<file path="src/hdl/pgt_pkg.sv">
// Constants and types shared by the power gating interval timer.
package pgt_pkg;

  // Clock and the internal counting tick.
  localparam int CLK_PERIOD_PS  = 5000;
  localparam int TICK_PERIOD_NS = 1000000;
  localparam int TICK_CYCLES    = TICK_PERIOD_NS * 1000 / CLK_PERIOD_PS;
  localparam int TICK_MS        = 1;

  // Interval limits and the trailing low gap, in milliseconds.
  localparam int IVL_W          = 23;
  localparam int IVL_MIN_MS     = 100;
  localparam int IVL_MAX_MS     = 7200000;
  localparam int OFF_GAP_MS     = 50;
  localparam logic [IVL_W-1:0] IVL_MIN_TICKS =
    IVL_W'(IVL_MIN_MS / TICK_MS);
  localparam logic [IVL_W-1:0] IVL_MAX_TICKS =
    IVL_W'(IVL_MAX_MS / TICK_MS);
  localparam logic [IVL_W-1:0] OFF_GAP_TICKS =
    IVL_W'(OFF_GAP_MS / TICK_MS);

  // Interval measurement at startup, in milliseconds.
  localparam int MEAS_W         = 8;
  localparam int MEAS_MAX_MS    = 120;
  localparam logic [MEAS_W-1:0] MEAS_MAX_TICKS =
    MEAS_W'(MEAS_MAX_MS / TICK_MS);

  // Manual power-on qualification, in milliseconds.
  localparam int DEB_W          = 6;
  localparam int DEB_MS         = 20;
  localparam int OBS_MS         = 30;
  localparam logic [DEB_W-1:0] DEB_TICKS = DEB_W'(DEB_MS / TICK_MS);
  localparam logic [DEB_W-1:0] OBS_TICKS = DEB_W'(OBS_MS / TICK_MS);

  localparam int TICK_W         = 18;

  typedef enum logic [2:0] {
    PGT_MEASURE,
    PGT_ABORT,
    PGT_RUN,
    PGT_IDLE,
    PGT_MANUAL
  } pgt_state_t;

endpackage

</file>
<file path="src/hdl/pgt_link_if.sv">
// Interface between the timer core, its tick source and the debouncer.
`timescale 1ns/100ps
interface pgt_link_if;
  logic tick;      // One-cycle pulse every tick period.
  logic pin_level; // Synchronised, undebounced manual pin level.
  logic man_high;  // Debounced manual pin level.
  logic man_rise;  // One-cycle pulse on a valid manual power-on.

  modport tick_src (output tick);
  modport deb (input tick, output pin_level, output man_high,
               output man_rise);
  modport core (input tick, input pin_level, input man_high,
                input man_rise);
endinterface

</file>
<file path="src/hdl/pgt_timer.sv">
// Top of the power gating interval timer.
//
// Behaviour
// - Strap high: enable rises at each interval start, forever.
// - Strap low: one enable pulse after power-up, more only by manual.
// - Unacknowledged pulse lasts interval minus 50 ms, then 50 ms low.
// - Only an acknowledge rising edge counts; it drops the enable.
// - Only the first acknowledge edge in an interval is used.
// - Enable goes high once the interval is known, at interval start.
// - Manual power-on is ignored while the enable is high.
// - One interval measurement after reset, then mode from the strap.
// - Manual pin high after startup is manual power-on, no remeasure.
// - Manual during reset or measurement aborts it; restart on release.
// - Manual valid only if high 20 ms within a 30 ms window.
// - Manual pin debounced on both edges; glitches only abort a measurement.
// - Enable rises within 10 ms of a valid manual power-on.
// - Manual clears counters; counting resumes when pin returns low.
// - Enable stays high as long as the manual pin is held high.
// - Acknowledge edges while the manual pin is high are ignored.
// - One-shot manual gives one full pulse, ended early by acknowledge.
// - Interval is selectable from 100 ms to 7200 s.
// - Interval measurement takes at most 120 ms.
`timescale 1ns/100ps
module pgt_timer
  import pgt_pkg::*;
#(
  parameter int TICK_DIVIDE = TICK_CYCLES
)
(
  input  wire logic             ref_clk_in,        // 200 MHz clock.
  input  wire logic             rst_n_in,          // Async reset, low.
  input  wire logic             mode_strap_in,     // High: timer mode.
  input  wire logic             ack_in,            // Host acknowledge.
  input  wire logic             interval_manual_pin_in, // Manual pin.
  input  wire logic [IVL_W-1:0] interval_code_in,  // Interval in ms.
  input  wire logic             interval_valid_in, // Code strobe.
  output logic                  power_enable_out,  // Regulator enable.
  output logic                  measure_start_out, // Start measurement.
  output logic                  measure_busy_out,  // Analog chain on pin.
  output logic                  measure_abort_out, // Measurement aborted.
  output logic                  timer_mode_out     // Mode in use.
);

  ////////////////////////////////////////////////////////////////////////
  // Reset release.
  // The reset pin drops every register at once, but its release is
  // retimed through two flip-flops so that no register leaves reset on a
  // different edge from its neighbours.  Everything below the retimed
  // copy sees one clean release.

  logic rst_sync1_reg;
  logic rst_sync2_reg;

  always_ff @(posedge ref_clk_in or negedge rst_n_in)
  begin
    if (!rst_n_in)
    begin
      rst_sync1_reg <= 1'b0;
      rst_sync2_reg <= 1'b0;
    end
    else
    begin
      rst_sync1_reg <= 1'b1;
      rst_sync2_reg <= rst_sync1_reg;
    end
  end

  ////////////////////////////////////////////////////////////////////////
  // Tick and manual pin qualification.
  // The divider turns the fast clock into the millisecond tick that every
  // counter of the block steps on.  The debouncer decides when a level on
  // the manual pin is real and hands the core both the raw synchronised
  // level and the debounced level with its rising pulse.

  pgt_link_if link ();

  pgt_tick_gen #(
    .DIVIDE   (TICK_DIVIDE)
  ) u_tick (
    .clk_in   (ref_clk_in),
    .rst_n_in (rst_sync2_reg),
    .link     (link.tick_src)
  );

  pgt_debounce u_deb (
    .clk_in   (ref_clk_in),
    .rst_n_in (rst_sync2_reg),
    .pin_in   (interval_manual_pin_in),
    .link     (link.deb)
  );

  ////////////////////////////////////////////////////////////////////////
  // Core state.
  // All core state lives in one packed struct: the three-stage
  // synchronisers for the acknowledge and the mode strap, the mode and the
  // interval latched at the end of the measurement, the interval counter,
  // the enable itself and the measurement handshake towards the analog
  // stage.

  typedef struct packed {
    pgt_state_t        fsm;

    // Acknowledge synchroniser and its accepted level.
    logic              ack_s1;
    logic              ack_s2;
    logic              ack_s3;
    logic              ack_lvl;

    // Mode strap synchroniser and its settled level.
    logic              mode_s1;
    logic              mode_s2;
    logic              mode_s3;
    logic              mode_lvl;

    // Settings latched by the measurement and the interval counter.
    logic              mode_timer;
    logic              started;
    logic [IVL_W-1:0]  interval;
    logic [IVL_W-1:0]  count;

    // Enable and acknowledge bookkeeping.
    logic              enable;
    logic              ack_done;

    // Handshake towards the analog measurement stage.
    logic              meas_start;
    logic              meas_busy;
    logic              meas_abort;
    logic [MEAS_W-1:0] meas_cnt;
  } pgt_core_st_t;

  pgt_core_st_t st_reg;
  pgt_core_st_t st_next;

  logic             ack_rise;
  logic [IVL_W-1:0] code_clamped;
  logic [IVL_W-1:0] pulse_end;

  // An acknowledge counts once the second and third stages agree high
  // while the accepted level is still low.  The accepted level then
  // follows the pin, so a held acknowledge is taken only once.
  assign ack_rise = (st_reg.ack_s2 == st_reg.ack_s3) && st_reg.ack_s3 &&
                    !st_reg.ack_lvl;

  // A code outside the selectable range is pulled to the nearest limit,
  // so a faulty conversion can never give a zero or runaway interval.
  always_comb
  begin
    if (interval_code_in < IVL_MIN_TICKS)
      code_clamped = IVL_MIN_TICKS;
    else if (interval_code_in > IVL_MAX_TICKS)
      code_clamped = IVL_MAX_TICKS;
    else
      code_clamped = interval_code_in;
  end

  // The enable falls this many ticks into the interval, which leaves the
  // trailing low gap before the next interval starts.
  assign pulse_end = st_reg.interval - OFF_GAP_TICKS;

  always_comb
  begin
    st_next            = st_reg;
    st_next.ack_s1     = ack_in;
    st_next.ack_s2     = st_reg.ack_s1;
    st_next.ack_s3     = st_reg.ack_s2;
    st_next.mode_s1    = mode_strap_in;
    st_next.mode_s2    = st_reg.mode_s1;
    st_next.mode_s3    = st_reg.mode_s2;
    st_next.meas_start = 1'b0;
    st_next.meas_abort = 1'b0;
    if (st_reg.ack_s2 == st_reg.ack_s3)
      st_next.ack_lvl = st_reg.ack_s3;
    if (st_reg.mode_s2 == st_reg.mode_s3)
      st_next.mode_lvl = st_reg.mode_s3;

    // The synchronisers and the one-cycle pulses above run in every state;
    // the state machine below only overrides what it owns.
    unique case (st_reg.fsm)
      PGT_MEASURE:
      begin
        // The analog chain owns the pin here; any high level on it, raw or
        // debounced, means the user is pressing the switch.
        // The first cycle after reset launches the single measurement.
        if (!st_reg.started)
        begin
          st_next.started    = 1'b1;
          st_next.meas_start = 1'b1;
          st_next.meas_busy  = 1'b1;
          st_next.meas_cnt   = '0;
        end
        else if (link.pin_level || link.man_high)
        begin
          st_next.fsm        = PGT_ABORT;
          st_next.meas_busy  = 1'b0;
          st_next.meas_abort = 1'b1;
        end
        // A finished conversion latches the interval and the mode and
        // opens the first interval with the enable high.
        else if (interval_valid_in)
        begin
          st_next.fsm        = PGT_RUN;
          st_next.interval   = code_clamped;
          st_next.mode_timer = st_reg.mode_lvl;
          st_next.meas_busy  = 1'b0;
          st_next.count      = '0;
          st_next.enable     = 1'b1;
          st_next.ack_done   = 1'b0;
        end
        else if (link.tick)
        begin
          // A conversion that overruns its longest time is started over.
          if (st_reg.meas_cnt + 1'b1 == MEAS_MAX_TICKS)
          begin
            st_next.meas_cnt   = '0;
            st_next.meas_start = 1'b1;
          end
          else
          begin
            st_next.meas_cnt = st_reg.meas_cnt + 1'b1;
          end
        end
      end

      PGT_ABORT:
      begin
        // The analog chain has let go of the pin.  Wait until both the raw
        // and the debounced level are low before measuring again, so the
        // switch current never disturbs a conversion.
        if (!link.pin_level && !link.man_high)
        begin
          st_next.fsm        = PGT_MEASURE;
          st_next.meas_start = 1'b1;
          st_next.meas_busy  = 1'b1;
          st_next.meas_cnt   = '0;
        end
      end

      PGT_RUN:
      begin
        // Normal operation.  The counter steps once per tick from the start
        // of the interval; the enable drops at the pulse end or on the first
        // accepted acknowledge, and rises again at the next interval start
        // in timer mode.
        if (link.man_rise && !st_reg.enable)
        begin
          // The pin is no longer measured once running.
          st_next.fsm      = PGT_MANUAL;
          st_next.enable   = 1'b1;
          st_next.count    = '0;
          st_next.ack_done = 1'b0;
        end
        else
        begin
          // A manual request while the enable is high changes nothing.
          if (ack_rise && !st_reg.ack_done && !link.man_high)
          begin
            st_next.enable   = 1'b0;
            st_next.ack_done = 1'b1;
          end

          // At the interval end the count and the acknowledge bookkeeping
          // restart whatever the mode.
          if (link.tick)
          begin
            if (st_reg.count == st_reg.interval - 1'b1)
            begin
              st_next.count    = '0;
              st_next.ack_done = 1'b0;
              if (st_reg.mode_timer)
              begin
                st_next.enable = 1'b1;
              end
              else
              begin
                st_next.fsm    = PGT_IDLE;
                st_next.enable = 1'b0;
              end
            end
            else
            begin
              st_next.count = st_reg.count + 1'b1;
              if (st_reg.count + 1'b1 == pulse_end)
                st_next.enable = 1'b0;
            end
          end
        end
      end

      PGT_IDLE:
      begin
        // One-shot mode after its pulse: only a valid manual power-on
        // leaves this state, and the enable stays low until it does.  The
        // acknowledge has nothing to end here and is not looked at.
        if (link.man_rise)
        begin
          st_next.fsm      = PGT_MANUAL;
          st_next.enable   = 1'b1;
          st_next.count    = '0;
          st_next.ack_done = 1'b0;
        end
      end

      // Held here for as long as the debounced pin is high, so an extended
      // press stretches the pulse; the release starts the counting.
      PGT_MANUAL:
      begin
        // Counters stay cleared and the enable held while the pin is high.
        st_next.enable = 1'b1;
        st_next.count  = '0;
        if (!link.man_high)
          st_next.fsm = PGT_RUN;
      end
    endcase
  end

  // The reset value starts the measurement on the first free edge.
  always_ff @(posedge ref_clk_in or negedge rst_sync2_reg)
  begin
    if (!rst_sync2_reg)
      st_reg <= '{fsm: PGT_MEASURE, default: '0};
    else
      st_reg <= st_next;
  end

  ////////////////////////////////////////////////////////////////////////
  // Outputs.
  // Every output is a field of the registered state, so nothing outside
  // the block sees a combinational glitch, in particular not the
  // regulator enable.

  assign power_enable_out  = st_reg.enable;
  assign measure_start_out = st_reg.meas_start;
  assign measure_busy_out  = st_reg.meas_busy;
  assign measure_abort_out = st_reg.meas_abort;
  assign timer_mode_out    = st_reg.mode_timer;

endmodule

</file>
<file path="src/hdl/pgt_tick_gen.sv">
// Divider that makes the internal counting tick.
`timescale 1ns/100ps
module pgt_tick_gen
  import pgt_pkg::*;
#(
  parameter int DIVIDE = TICK_CYCLES
)
(
  input  wire logic clk_in,   // System clock.
  input  wire logic rst_n_in, // Synchronised reset, active low.
  pgt_link_if.tick_src link   // Tick output.
);

  typedef struct packed {
    logic [TICK_W-1:0] cnt;
    logic              tick;
  } pgt_tick_st_t;

  pgt_tick_st_t st_reg;
  pgt_tick_st_t st_next;

  always_comb
  begin
    st_next      = st_reg;
    st_next.tick = 1'b0;
    if (st_reg.cnt == TICK_W'(DIVIDE - 1))
    begin
      st_next.cnt  = '0;
      st_next.tick = 1'b1;
    end
    else
    begin
      st_next.cnt = st_reg.cnt + 1'b1;
    end
  end

  always_ff @(posedge clk_in or negedge rst_n_in)
  begin
    if (!rst_n_in)
      st_reg <= '0;
    else
      st_reg <= st_next;
  end

  assign link.tick = st_reg.tick;

endmodule

</file>
<file path="src/hdl/pgt_debounce.sv">
// Synchroniser and two-edge debouncer for the manual power-on pin.
`timescale 1ns/100ps
module pgt_debounce
  import pgt_pkg::*;
(
  input  wire logic clk_in,   // System clock.
  input  wire logic rst_n_in, // Synchronised reset, active low.
  input  wire logic pin_in,   // Raw manual pin.
  pgt_link_if.deb   link      // Levels and the valid pulse.
);

  typedef struct packed {
    logic             s1;
    logic             s2;
    logic             s3;
    logic             fast;
    logic             deb;
    logic             rise;
    logic             obs;
    logic [DEB_W-1:0] win;
    logic [DEB_W-1:0] hits;
  } pgt_deb_st_t;

  pgt_deb_st_t st_reg;
  pgt_deb_st_t st_next;

  // A new level must hold for the debounce time inside one observation
  // window; otherwise the window closes and the old level stays.
  always_comb
  begin
    st_next      = st_reg;
    st_next.s1   = pin_in;
    st_next.s2   = st_reg.s1;
    st_next.s3   = st_reg.s2;
    st_next.rise = 1'b0;
    if (st_reg.s2 == st_reg.s3)
      st_next.fast = st_reg.s3;
    if (!st_reg.obs)
    begin
      if (st_reg.fast != st_reg.deb)
      begin
        st_next.obs  = 1'b1;
        st_next.win  = '0;
        st_next.hits = '0;
      end
    end
    else if (link.tick)
    begin
      st_next.win = st_reg.win + 1'b1;
      if (st_reg.fast != st_reg.deb)
        st_next.hits = st_reg.hits + 1'b1;
      if (st_reg.fast != st_reg.deb && st_reg.hits + 1'b1 == DEB_TICKS)
      begin
        st_next.deb  = ~st_reg.deb;
        st_next.rise = ~st_reg.deb;
        st_next.obs  = 1'b0;
      end
      else if (st_reg.win + 1'b1 == OBS_TICKS)
      begin
        st_next.obs = 1'b0;
      end
    end
  end

  always_ff @(posedge clk_in or negedge rst_n_in)
  begin
    if (!rst_n_in)
      st_reg <= '0;
    else
      st_reg <= st_next;
  end

  assign link.pin_level = st_reg.fast;
  assign link.man_high  = st_reg.deb;
  assign link.man_rise  = st_reg.rise;

endmodule

</file>
<file path="config.mk">
export PLATFORM = sky130hd
export DESIGN_NAME = pgt_timer
export DESIGN_NICKNAME = d
export VERILOG_FILES = /design/src/hdl/pgt_pkg.sv /design/src/hdl/pgt_link_if.sv /design/src/hdl/pgt_timer.sv /design/src/hdl/pgt_tick_gen.sv /design/src/hdl/pgt_debounce.sv
export SDC_FILE = /design/constraint.sdc
export NUM_CORES = 1
export LEC_CHECK = 0
export ABC_AREA = 1
export BUFFER_PORTS_ARGS = -buffer_cell sky130_fd_sc_hd__buf_4
export CORE_ASPECT_RATIO = 1.75
export CORE_MARGIN = 4
export CORE_UTILIZATION = 25
export DETAILED_ROUTE_END_ITERATION = 8
export HOLD_SLACK_MARGIN = 0.06
export PLACE_DENSITY = 0.46
export SYNTH_ARGS = -nofsm -noshare
export SYNTH_HDL_FRONTEND = slang
export SYNTH_SLANG_ARGS = --single-unit
</file>
<file path="constraint.sdc">
create_clock -name ref_clk_in -period 4.7 [get_ports ref_clk_in]
set_clock_uncertainty 0.1 [all_clocks]
set_input_delay 0.705 -clock ref_clk_in [delete_from_list [all_inputs] [get_ports ref_clk_in]]
set_output_delay 0.705 -clock ref_clk_in [all_outputs]
set_load 0.05 [all_outputs]
</file>
---- Word-level counts from Yosys, hierarchy flattened ----
Index checks and enable logic that the tools add are counted.
W data, S select, Z words.
storage, ports and cells
  input bits .............................. 29
  register bits after elaboration ......... 112
cells by class
  eq/ne operators ......................... 29
  add/subtract/negate cells ............... 7
  reduce and logical (&&, ||, !) cells .... 28
  bitwise gates (word level) .............. 2
  magnitude comparators ................... 2
  multiplexer cells ....................... 54
operators with widths
  operator                 number
  $mux W25                 5
  $pmux W24 S4             1
  $mux W8                  6
  $eq A23 B23 Y1           2
  $mux W23                 2
  $mux W3                  10
  $mux W13                 2
  $mux W26                 1
  $mux W24                 1
  $add A23 B1 Y23 const B  1
  $gt A23 B23 Y1 const B   1
  $lt A23 B7 Y1 const B    1
  $sub A23 B1 Y23 const B  1
  $sub A23 B6 Y23 const B  1
  $add A18 B1 Y18 const B  1
  $eq A18 B18 Y1 const B   1
  $mux W18                 1
  $mux W1                  16
  $pmux W8 S2              1
  $ne A3 B3 Y1 const B     5
  $pmux W3 S5              1
  $reduce_and A5 Y1        3
  $mux W14                 1
  $add A6 B1 Y6 const B    2
  other kinds (29)         55

---- Longest topological paths before layout ----
Gate-level depths: netlist (run 1).
  depth after elaboration ................. 11
  gate-level depth with buffers ........... 20
  depth with buffers taken out ............ 20

---- Cells and area by module ----
From an unflattened synthesis (run 1), not the netlist that was laid out.
unflattened totals
  cell total of the unflattened synthesis .. 1,161
  area total of the unflattened synthesis .. 7,947.6 sq um
modules (own cells, without submodules)
  module        seq. area each (sq um)  area an instance (sq um)  times used  cells each
  pgt_timer     1,851.8                 5,954.5                   1           913
  pgt_tick_gen  475.5                   1,026.0                   1           131
  pgt_debounce  475.5                   967.2                     1           117

---- Worst setup path after synthesis (run 1) ----
Ideal clock, no wire load.
  kind .................................... reg2reg
  start point ............................. register st_reg[38] (netlist bit)
  end point ............................... register st_reg[15] (netlist bit)
  library setup time ...................... 0.137 ns
  data arrival time ....................... 2.013 ns
  cell stages (with the launch flop) ...... 19
  clock period less this slack ............ 2.250 ns
  slack ................................... 2.450 ns
  buffers on the path ..................... 1
  data required time ...................... 4.463 ns
  path through ............................ dfrtp_1 -> inv_1 -> ha_1 -> inv_2 -> nor2_4 -> nand2_4 -> nor2_8 -> nand2_2 -> nand2_1 -> nand2_1 -> inv_2 -> nand2_1 -> nor2_1 -> nand2_1 -> nor2_4 -> nand2_2 -> nand3_2 -> buf_2 -> o22ai_1
on the way
  word-level cells in the longest chain between the ends .. 6
ends and longest elaborated chain
  element                 line              text
  start, declared         pgt_timer.sv:132  pgt_core_st_t st_reg;
  start signal, assigned  pgt_timer.sv:323  st_reg <= st_next;
  $sub A23 B1 Y23         pgt_timer.sv:266  if (st_reg.count == st_reg.interval - 1'b1)
  $eq A23 B23 Y1          pgt_timer.sv:266
  $mux W24                pgt_timer.sv:266
  $mux W25                pgt_timer.sv:264  if (link.tick)
  $mux W25                pgt_timer.sv:245  if (link.man_rise && !st_reg.enable)
  $pmux W24 S4            pgt_timer.sv:179  unique case (st_reg.fsm)
Every way passes these cells. The select of a mux whose other input is x is not followed.
A chain may end at the register's enable or synchronous reset.

---- Final worst setup path (run 1) ----
  start point ............................. register u_deb.st_reg, in the netlist u_deb.link.man_high
  end point ............................... register st_reg[56] (netlist bit)
on the way
  word-level cells in the longest chain between the ends .. 3
ends and longest elaborated chain
  element                             line                text
  start, declared                     pgt_debounce.sv:24  pgt_deb_st_t st_reg;
  start signal, assigned              pgt_debounce.sv:70  st_reg <= st_next;
  $logic_or A1 B1 Y1                  pgt_timer.sv:192    else if (link.pin_level || link.man_high)
  $not A1 Y1 (no source line)         n/a
  $reduce_and A4 Y1 (no source line)  n/a
Every way passes these cells.

==> impl_metrics.py, run 1 <==
metrics = {
    "outcome": {
        "status": "finished, final reports clean",
    },
    "floorplanning": {
        "die_area_um2": 33800,
        "row_count": 84,
        "ioPinCount": 34,
        "coreArea_um2": 30300,
        "die_y_um": 240,
        "start_util_pct": 25.5,
        "dieWidth_um": 141,
    },
    "synth": {
        "synth_cell_types": 44,
        "ys_warn_count": 0,
        "syn_nets": 1149,
        "synth-seq-cells": 112,
        "yosysTopAreaCell": "dfrtp_1",
        "netlist.area_leader.share_pct": 36.4,
        "postSynthCellCount": 1109,
        "synth_area_leaders": "dfrtp_1 (36%), nand2_1 (16%), inv_1 (7.2%), nand3_1 (7.0%), nor2_1 (5.4%)",
        "mappedNetlistArea_um2": 7700,
        "syn_avg_cell_area_um2": 6.95,
        "ys_seq_area_share_pct": 36.4,
    },
    "sta": {
        "rsz0062_at_grt": "false",
        "period_minus_slack_ns": 3.13,
        "drv_slew": 0,
        "fin_setup_tns_ns": 0,
        "finalCritPeriodShare_pct": 66.5,
        "tightest_slew_ns": 0.957,
        "finalHoldViolCount": 0,
        "fmax_mhz": 320,
        "finalSetupViolCount": 0,
        "relSlewSlack_pct": 36.1,
    },
    "global_route": {
        "first_global_vias": 7134,
        "grt_max_degree": 47,
        "grt_pass1_wl_mm": 38.4,
        "antenna_found_initial": 0,
        "overflow": 0,
        "grt_usage_pct": 14.8,
    },
    "setup_path": {
        "cpMaxStageDelayCell": "inv_1",
        "worst-setup-path-type": "reg -> reg",
        "worstPathCellList": "inv_1 > ha_1 > and3_1 > nand2_1 > inv_1 > nand2_1 > o32ai_1",
        "arrival_ns": 3.29,
        "cp-start-kind": "register",
        "r2r-start": "u_deb.link.man_high",
        "path_max_fanout": 34,
        "r2r_cells": 7,
        "critPathMaxStageDelay_ns": 0.81,
        "r2r_slack_ns": 1.57,
        "r2r-end": "st_reg[56]",
        "endpoint_kind": "register",
        "cp.required_ns": 4.86,
    },
    "cts": {
        "cts_buffer_depth": 2,
        "clock_sinks": 112,
        "clk_latency_ns": 0.38,
        "clockRootBuffer": "clkbuf_16",
        "cts_buffers": 9,
        "cts_tree": "built",
        "cts.htree.levels": 3,
        "clkTransAtPathRegs_ns": 0.08,
        "postCtsSetupRepairBufs": 0,
    },
    "worst_hold_path": {
        "hold_path_class": "reg -> async",
    },
    "detailed_routing": {
        "dr.first_iter.drc_count": 359,
        "wl_per_cell_um": 15.9,
        "ant_nets": 0,
        "wirelength_mm": 24.4,
        "vias": 7080,
        "drt-pass1-iter-count": 5,
        "via_per_inst": 4.61,
        "route.detailed.drc": 0,
    },
    "placed_design": {
        "dp.cells": 1518,
        "place.detailed.hpwl_mm": 19.7,
        "port_buffers": 33,
        "gp_congestion": 0.862,
    },
    "flow_run": {
        "drv_cap": 0,
    },
    "power": {
        "power_density_nw_per_um2": 461,
        "ir_drop_mv": 0.325,
        "leakage_nw": 4.20,
    },
    "cells_and_area": {
        "layout-drive-gt1-share_pct": 9.23,
        "final_util_pct": 28.6,
        "antenna_cells": 0,
        "num-nets-final": 1183,
        "stdcell_count": 1535,
        "area_delta_synth_final_pct": 12.3,
        "largest_reg_flops": 63,
    },
}
-- synth_stat cells (all sizes together) --
master and number:
and3 1, o21a 1, ha 11, xor2 37
nand2 345, nor3 18, o22ai 26, conb 1
nor3b 1, o31ai 1, o221ai 2, clkbuf 5
a22o 3, buf 10, xnor2 13, nand3 110
o21ai 50, or2 1, mux2i 1, maj3 2
clkinv 2, nand4 28, nor4 5, mux2 1
inv 154, o32ai 2, a21oi 28, dfrtp 112
nor2 136, nand3b 2
-- logic make-up after synthesis --
kind of cell / count (synthesis) / share of synthesized area, %
other: 1 / 0.0487
adder cells (fa/ha/maj): 13 / 2.05
buffers and inverters: 171 / 8.85
XOR/XNOR: 50 / 5.68
AND/OR/NAND/NOR: 647 / 38.5
flip-flops: 112 / 36.4
multiplexers: 2 / 0.276
AO/OA/AOI/OAI: 113 / 8.22
-- per-layer routing --
layer | vias to the layer above | GRT usage [%] | part of all wire [%]
li1 | 3623 | - | -
met1 | 3271 | 15.5 | 38
met2 | 140 | 27.7 | 53
met3 | 46 | 2.01 | 2.8
met4 | 0 | 8.85 | 5.7
met5 | - | 0 | 0
-- stage by stage --
stage                     hold WS (ns)  cell area (µm²)  total power, mW  setup slack (ns)
after floorplan                  0.231             7700             2.71              1.25
after CTS                        0.260             8650             4.06              1.46
after global placement           0.235             8370             3.28              1.54
after global routing             0.262             8650             4.34              1.36
after detailed placement         0.238             8370             3.27              1.51
final                            0.249             8650             3.99              1.57
-- worst max-delay path: cells and delay by family (launching register included) --
family	cells	cell delay (ns)
adder cells (fa/ha/maj)	1	0.29
AO/OA/AOI/OAI	1	0.39
flip-flops	1	0.40
buffers and inverters	2	0.93
AND/OR/NAND/NOR	3	0.90
-- area by class of cell --
type,count,area [µm²]
multi-input cells,826,4220
inverters,156,586
clock buffers,11,233
well taps,387,484
fillers,3429,21600
clock inverters,5,38.8
flip-flops and latches,112,2810
repair buffers,38,288
-- worst max path at each step --
stage                                   start                 to  slack [ns]  depth (start not counted)
after global placement    interval_code_in[7]         st_reg[55]        1.54                          9
after detailed placement  u_deb.link.man_high         st_reg[56]        1.51                          7
after global routing      u_deb.link.man_high         st_reg[56]        1.36                          7
after CTS                 u_deb.link.man_high         st_reg[56]        1.46                          7
after floorplan                 rst_sync2_reg  measure_abort_out        1.25                          0
final                     u_deb.link.man_high         st_reg[56]        1.57                          7
-- where the power goes --
group	switching [mW]	internal (mW)
combinational	1.27	0.582
clock	0.400	0.366
sequential	0.265	1.11
total	1.93	2.06
-- repair_timing --
action,CTS,global route
endpoints found under the hold margin,2,0
hold buffers,1,0
resized for setup,0,0
-- placed cells by master (no fill, tap or decap), types with 9 or more instances in the layout --
master	synthesis	layout
nor2_4	12	12
nand2_1	333	333
dfrtp_1	112	111
nand3_1	108	108
nand2_2	10	10
o21ai_0	42	42
a21oi_1	28	28
xnor2_1	13	13
clkbuf_16	0	9
xor2_1	37	37
nand4_1	28	28
nor2_2	9	9
nor2_1	110	110
inv_1	147	147
nor3_1	14	14
ha_1	11	11
buf_4	1	37
o22ai_1	26	26
No activity file was read; power rests on OpenSTA's default activity.
==> inputs of run 2 (changes only) <==
--- a/config.mk
+++ b/config.mk
@@ -5,7 +5,7 @@
 export SDC_FILE = /design/constraint.sdc
 export NUM_CORES = 1
 export LEC_CHECK = 0
-export ABC_AREA = 1
+export ABC_AREA = 0
 export BUFFER_PORTS_ARGS = -buffer_cell sky130_fd_sc_hd__buf_4
 export CORE_ASPECT_RATIO = 1.75
 export CORE_MARGIN = 4
==> constraint.sdc (replaced) <==
create_clock -name ref_clk_in -period 3.2 [get_ports ref_clk_in]
set_clock_uncertainty 0.1 [all_clocks]
set_input_delay 0.48 -clock ref_clk_in [delete_from_list [all_inputs] [get_ports ref_clk_in]]
set_output_delay 0.48 -clock ref_clk_in [all_outputs]
set_load 0.05 [all_outputs]
==> run 2 against run 1 <==
The run now ends with negative setup slack left. Register-to-register slack got worse by 1.6 ns. Setup slack got worse by 1.6 ns. Utilization rose by 2.2 points. Cell count fell by 15%. Sequential cell count did not move. Wire length fell by 12%. First-iteration DRC count fell by 2.2%. Power fell by 33%. Critical endpoint is now power_enable_out. Largest cell class unchanged.
==> impl_metrics.py, run 2 <==
metrics = {
    "worst_hold_path": {
        "hold_path_class": "in -> reg",
        "hp-start": "mode_strap_in",
    },
    "synth": {
        "mappedNetlistArea_um2": 7230,
        "syn_avg_cell_area_um2": 8.56,
        "synth-edff-count": 0,
        "synth_top_family_by_area": "simple AND/OR/NAND/NOR gates",
        "yosysMostFrequentCell": "dfrtp_1",
        "synth_compound_area_share_pct": 16.3,
        "synth_area_leaders": "dfrtp_1 (39%), xnor2_1 (6.3%), nor2_1 (4.6%), nand2_1 (4.6%), o21ai_0 (4.0%)",
        "synthAdderAreaFrac_pct": 2.18,
        "netlist.area_leader.share_pct": 38.8,
        "synthXorXnorAreaFrac_pct": 10.6,
        "async_reset_ff_share_pct": 100,
        "yosysTopAreaCell": "dfrtp_1",
        "yosys.area_share.simple_pct": 26.5,
        "synth_cell_types": 75,
        "ys_warn_count": 0,
        "ys_seq_area_share_pct": 38.8,
        "synth_common_cells": "dfrtp_1 (112), nor2_1 (89), nand2_1 (88)",
        "syn_nets": 884,
        "synth-seq-cells": 112,
        "synthMuxAreaShare_pct": 1.16,
        "synth_top_flop_cell": "dfrtp_1",
        "postSynthCellCount": 844,
    },
    "outcome": {
        "status": "complete, but fails checks",
        "violations": "negative setup slack",
    },
    "setup_path": {
        "crit_cells": 19,
        "cpMaxStageDelayCell": "dfrtp_1",
        "timing.critical_path.mode_cell": "buf_4",
        "arrival_ns": 3.38,
        "path_buf_inv": 10,
        "r2r-end": "power_enable_out",
        "crit_start": "st_reg[37]",
        "worst-setup-path-type": "reg -> reg",
        "cp.required_ns": 3.36,
        "path_max_fanout": 4,
        "r2r_cells": 19,
        "worstPathCellList": "inv_2 > ha_2 > nor3b_4 > nand4_1 > buf_6 > mux2i_2 > buf_4 > buf_4 > buf_4 > buf_4 > buf_4 > buf_4 > buf_4 > buf_4 > nand4_1 > nor4_2 > nand4b_1 > nand2_1 > o21ai_0",
        "endpoint_kind": "register",
        "crit_end": "power_enable_out",
        "critPathMaxStageDelay_ns": 0.39,
        "cp-start-kind": "register",
        "r2r-start": "st_reg[37]",
        "critPathTopFamily": "simple AND/OR/NAND/NOR gates",
        "r2r_slack_ns": -0.01,
    },
    "sta": {
        "period_minus_slack_ns": 3.21,
        "finalSetupViolCount": 3,
        "rsz0062_at_grt": "true",
        "postLayoutSetupSlackWorst_ns": -0.0109,
        "finalCritPeriodShare_pct": 100,
        "fmax_mhz": 311,
        "tightest_slew_ns": 0.702,
        "drv_slew": 0,
        "relSlewSlack_pct": 53.2,
        "finalHoldViolCount": 0,
    },
    "cts": {
        "cts_tree": "built",
        "clock_sinks": 112,
        "clk_latency_ns": 0.38,
        "cts.htree.levels": 3,
        "cts_buffers": 9,
        "clockRootBuffer": "clkbuf_16",
        "clkTransAtPathRegs_ns": 0.09,
        "cts_buffer_depth": 2,
    },
    "cells_and_area": {
        "final_common_cell": "buf_4",
        "largest_reg_flops": 63,
        "final_cell_mix": "buf_4 (113), dfrtp_1 (110), nor2_1 (89)",
        "num-nets-final": 966,
        "layout-drive-gt1-share_pct": 17.8,
        "area_delta_synth_final_pct": 22.1,
        "antenna_cells": 0,
    },
    "global_route": {
        "first_global_vias": 6623,
        "grt_usage_pct": 13.9,
        "antenna_found_initial": 0,
        "grt_max_degree": 61,
        "overflow": 0,
        "grt_pass1_wl_mm": 34.4,
    },
    "placed_design": {
        "gp_congestion": 0.865,
        "dp_slack_ns": -0.210,
        "port_buffers": 33,
        "place.detailed.hpwl_mm": 16.4,
    },
    "floorplanning": {
        "row_count": 82,
        "coreArea_um2": 28600,
        "dieWidth_um": 137,
        "start_util_pct": 25.2,
        "die_area_um2": 31800,
        "die_y_um": 233,
        "ioPinCount": 34,
    },
    "power": {
        "leakage_nw": 3.75,
        "power_density_nw_per_um2": 305,
        "p_total_mw": 2.69,
        "ir_drop_mv": 0.244,
    },
    "flow_run": {
        "drv_cap": 0,
    },
    "detailed_routing": {
        "wl_per_cell_um": 16.5,
        "via_per_inst": 5.01,
        "route.detailed.drc": 0,
        "vias": 6555,
        "wirelength_mm": 21.6,
        "drt-pass1-iter-count": 5,
        "ant_nets": 0,
        "dr.first_iter.drc_count": 351,
    },
}
==> run 2: changes by cell type in the layout (fill, tap and decap cells not counted), moves of 11 or more <==
cell,delta
nand2_1,-245
inv_1,-121
buf_4,+76
nand3_1,-57
xnor2_1,+39
o22ai_1,-23
nor2_1,-21
a221o_1,+15
and3_1,+15
nor2b_1,+13
o21ai_0,+13
nor3_1,+12
nand2b_1,+11
nor2_4,-11
==> run 2: routing by layer <==
metal	track usage (%)	part of all wire [%]	up-vias
li1	-	-	3204
met1	14.6	38	3196
met2	26.6	56	105
met3	1.73	2.1	50
met4	6.87	4.3	0
met5	0	0	-
==> run 2: layout make-up <==
class,count,area [µm²]
clock buffer,10,229
clock inverter,6,62.6
fill,3051,19800
inverter,28,105
multi-input combinational,655,4170
sequential,112,2810
tap,378,473
timing repair buffer,120,973
==> run 2: timing repair <==
item                                   in CTS  in global routing
gates resized for setup                     9                 11
cloned                                      1                  1
setup endpoints to repair                  24                 26
hold buffers                                1                  0
endpoints found under the hold margin       2                  0
setup buffers                              10                  5
pin swaps                                   4                 17
==> run 2: stage by stage <==
step	util, %	setup TNS, ns	hold WS [ns]	area [µm²]	instances
CTS	30.5	0	0.0752	8720	1303
finish	30.8	-0.0195	0.103	8820	1309
detailed placement	28.9	-3.59	0.164	8280	1275
global route	30.8	-2.80	0.0824	8820	1309
floorplan	-	-0.00863	0.0844	7230	844
global placement	28.9	-2.29	0.164	8280	1275
==> run 2: power by group <==
part           leakage, nW  internal, mW  total [mW]  switching, mW
registers             1.48          1.43        1.44         0.0193
logic                 2.14        0.0387      0.0900         0.0513
clock network        0.136         0.550        1.15          0.603
total                 3.75          2.01        2.69          0.673
==> run 2: cell families (layout without fill, tap and decap cells) <==
kind of cell / Yosys count / in the layout
buffers and inverters: 77 / 164
XOR/XNOR: 83 / 83
multiplexers: 8 / 8
AO/OA/AOI/OAI: 174 / 174
adder cells (fa/ha/maj): 13 / 13
other: 1 / 1
AND/OR/NAND/NOR: 376 / 376
flip-flops: 112 / 112
==> run 2: how the worst min path moves through the flow <==
| stage | endpoint | slack, ns | depth (start not counted) |
|---|---|---|---|
| final | st_next[63] | 0.10 | 1 |
| after global placement | rst_sync1_reg | 0.16 | 1 |
| after global routing | st_next[63] | 0.08 | 1 |
| after detailed placement | rst_sync1_reg | 0.16 | 1 |
| after CTS | st_next[63] | 0.08 | 1 |
| after floorplan | rst_sync1_reg | 0.08 | 0 |
==> run 2: worst reg2reg max path, delay by kind of cell (launching register included) <==
kind | cells | cell delay (ns)
fa+ha+maj | 1 | 0.18
mux | 1 | 0.19
compound gates | 1 | 0.08
flops | 1 | 0.39
simple gates | 6 | 1.11
buf+inv | 10 | 1.05
==> inputs of run 3 (changes only) <==
--- a/config.mk
+++ b/config.mk
@@ -13,6 +13,7 @@
 export DETAILED_ROUTE_END_ITERATION = 8
 export HOLD_SLACK_MARGIN = 0.06
 export PLACE_DENSITY = 0.46
+export SKIP_CTS_REPAIR_TIMING = 1
 export SYNTH_ARGS = -nofsm -noshare
 export SYNTH_HDL_FRONTEND = slang
 export SYNTH_SLANG_ARGS = --single-unit
==> run 3 against run 2 <==
The run still ends with negative setup slack left. Via count shrank 0.24%. Sequential share of layout area shrank 0.13 points. Die area is the same. Highest routed layer unchanged. Global-route usage shrank 0.18 points. First-iteration DRC count shrank 2.8%. Setup slack lost 0.069 ns.
==> impl_metrics.py, run 3 (synthesized netlist as in run 2, its figures left out) <==
metrics = {
    "floorplanning": {
        "die_area_um2": 31800,
        "die_y_um": 233,
        "coreArea_um2": 28600,
        "start_util_pct": 25.2,
        "dieWidth_um": 137,
        "row_count": 82,
        "ioPinCount": 34,
    },
    "setup_path": {
        "cpMaxStageDelayCell": "or4_4",
        "worstPathCellList": "inv_2 > ha_4 > or4b_1 > o21ai_1 > o31a_1 > o21ai_1 > or4_4 > nor3b_4 > buf_6 > clkbuf_16 > a21oi_1 > a311o_1",
        "r2r-start": "st_reg[37]",
        "endpoint_kind": "register",
        "timing.critical_path.mode_cell": "o21ai_1",
        "cp-start-kind": "register",
        "r2r-end": "st_reg[27]",
        "critPathMaxStageDelay_ns": 0.55,
        "r2r_cells": 12,
        "worst-setup-path-type": "reg -> reg",
        "path_max_fanout": 12,
        "arrival_ns": 3.45,
        "critPathTopFamily": "simple AND/OR/NAND/NOR gates",
        "path_buf_inv": 3,
        "r2r_slack_ns": -0.08,
        "cp.required_ns": 3.37,
    },
    "power": {
        "power_density_nw_per_um2": 303,
        "ir_drop_mv": 0.244,
        "leakage_nw": 3.74,
    },
    "sta": {
        "finalSetupViolCount": 20,
        "postLayoutSetupSlackWorst_ns": -0.0798,
        "drv_slew": 0,
        "finalCritPeriodShare_pct": 102,
        "finalHoldViolCount": 0,
        "relSlewSlack_pct": 53.9,
        "tightest_slew_ns": 0.691,
        "period_minus_slack_ns": 3.28,
        "fmax_mhz": 305,
        "rsz0062_at_grt": "true",
    },
    "detailed_routing": {
        "dr.first_iter.drc_count": 341,
        "route.detailed.drc": 0,
        "wl_per_cell_um": 16.6,
        "ant_nets": 0,
        "drt-pass1-iter-count": 5,
        "wirelength_mm": 21.6,
        "vias": 6539,
        "via_per_inst": 5.02,
    },
    "global_route": {
        "overflow": 0,
        "antenna_found_initial": 0,
        "grt_max_degree": 61,
        "grt_pass1_wl_mm": 34.1,
        "first_global_vias": 6536,
        "grt_usage_pct": 13.7,
    },
    "cells_and_area": {
        "num-fill-cells": 3053,
        "final_common_cell": "dfrtp_1",
        "multiInputGateArea_um2": 4260,
        "design_area_um2": 8860,
        "area_delta_synth_final_pct": 22.6,
        "largest_reg_flops": 63,
        "final_util_pct": 31.0,
        "antenna_cells": 0,
        "layout-drive-gt1-share_pct": 18.2,
        "num-nets-final": 960,
        "final_cell_mix": "dfrtp_1 (110), buf_4 (105), nand2_1 (88)",
        "seqCellArea_um2": 2810,
    },
    "worst_hold_path": {
        "hold_path_class": "in -> reg",
        "holdPathEnd": "st_next[63]",
        "hp-start": "mode_strap_in",
        "hold_depth": 1,
    },
    "cts": {
        "clkTransAtPathRegs_ns": 0.08,
        "cts_buffer_depth": 2,
        "cts_buffers": 9,
        "clock_sinks": 112,
        "cts_tree": "built",
        "cts.htree.levels": 3,
        "clk_latency_ns": 0.38,
        "clockRootBuffer": "clkbuf_16",
    },
    "placed_design": {
        "gp_congestion": 0.865,
        "port_buffers": 33,
        "dpl-instance-area_um2": 8280,
        "place.detailed.hpwl_mm": 16.4,
    },
    "outcome": {
        "violations": "negative setup slack",
        "status": "complete, but fails checks",
    },
    "flow_run": {
        "drv_cap": 0,
    },
}
## run 3: changes by cell type in the layout (fill, tap and decap cells not counted), sizes merged
cell / change
buf: -8
nor2: +1
clkbuf: +1
## run 3: per-layer routing
metal	wire length (µm)	global-route usage, %	vias up
met5	0	0	-
met2	12100	26.1	114
li1	-	-	3188
met1	8170	14.5	3190
met3	499	1.69	47
met4	862	6.81	0
## run 3: power breakdown
part	switching [mW]	total [mW]	internal [mW]
Sequential	0.0190	1.44	1.43
Combinational	0.0516	0.0903	0.0387
Clock	0.600	1.15	0.550
Total	0.671	2.69	2.01
## run 3: layout make-up
type                            count  area share (%)
Inverter                           28            1.19
Multi-Input combinational cell    656            48.1
Tap cell                          378            5.34
Timing Repair Buffer              113            10.4
Sequential cell                   112            31.7
Clock buffer                       10            2.58
Clock inverter                      6           0.706
## run 3: how the worst max path moves through the flow
stage / startpoint / to / slack, ns / cells past startpoint
after global placement: st_reg[37] / st_reg[32] / -0.15 / 11
final: st_reg[37] / st_reg[27] / -0.08 / 12
after CTS: st_reg[37] / st_reg[32] / -0.22 / 11
after global routing: st_reg[37] / st_reg[27] / -0.17 / 13
after detailed placement: st_reg[37] / st_reg[31] / -0.21 / 11
after floorplan: st_reg[48] / st_reg[29] / -0.001 / 10
## run 3: through the flow
step / hold slack (ns) / cells / power [mW] / setup TNS, ns / setup slack (ns)
detailed placement: 0.164 / 1275 / 1.57 / -3.59 / -0.210
CTS: -0.263 / 1291 / 2.76 / -3.57 / -0.219
global route: 0.0824 / 1303 / 2.81 / -3.41 / -0.173
floorplan: 0.0844 / 844 / 1.50 / -0.00863 / -0.00109
global placement: 0.164 / 1275 / 1.57 / -2.29 / -0.148
finish: 0.104 / 1303 / 2.69 / -1.10 / -0.0798
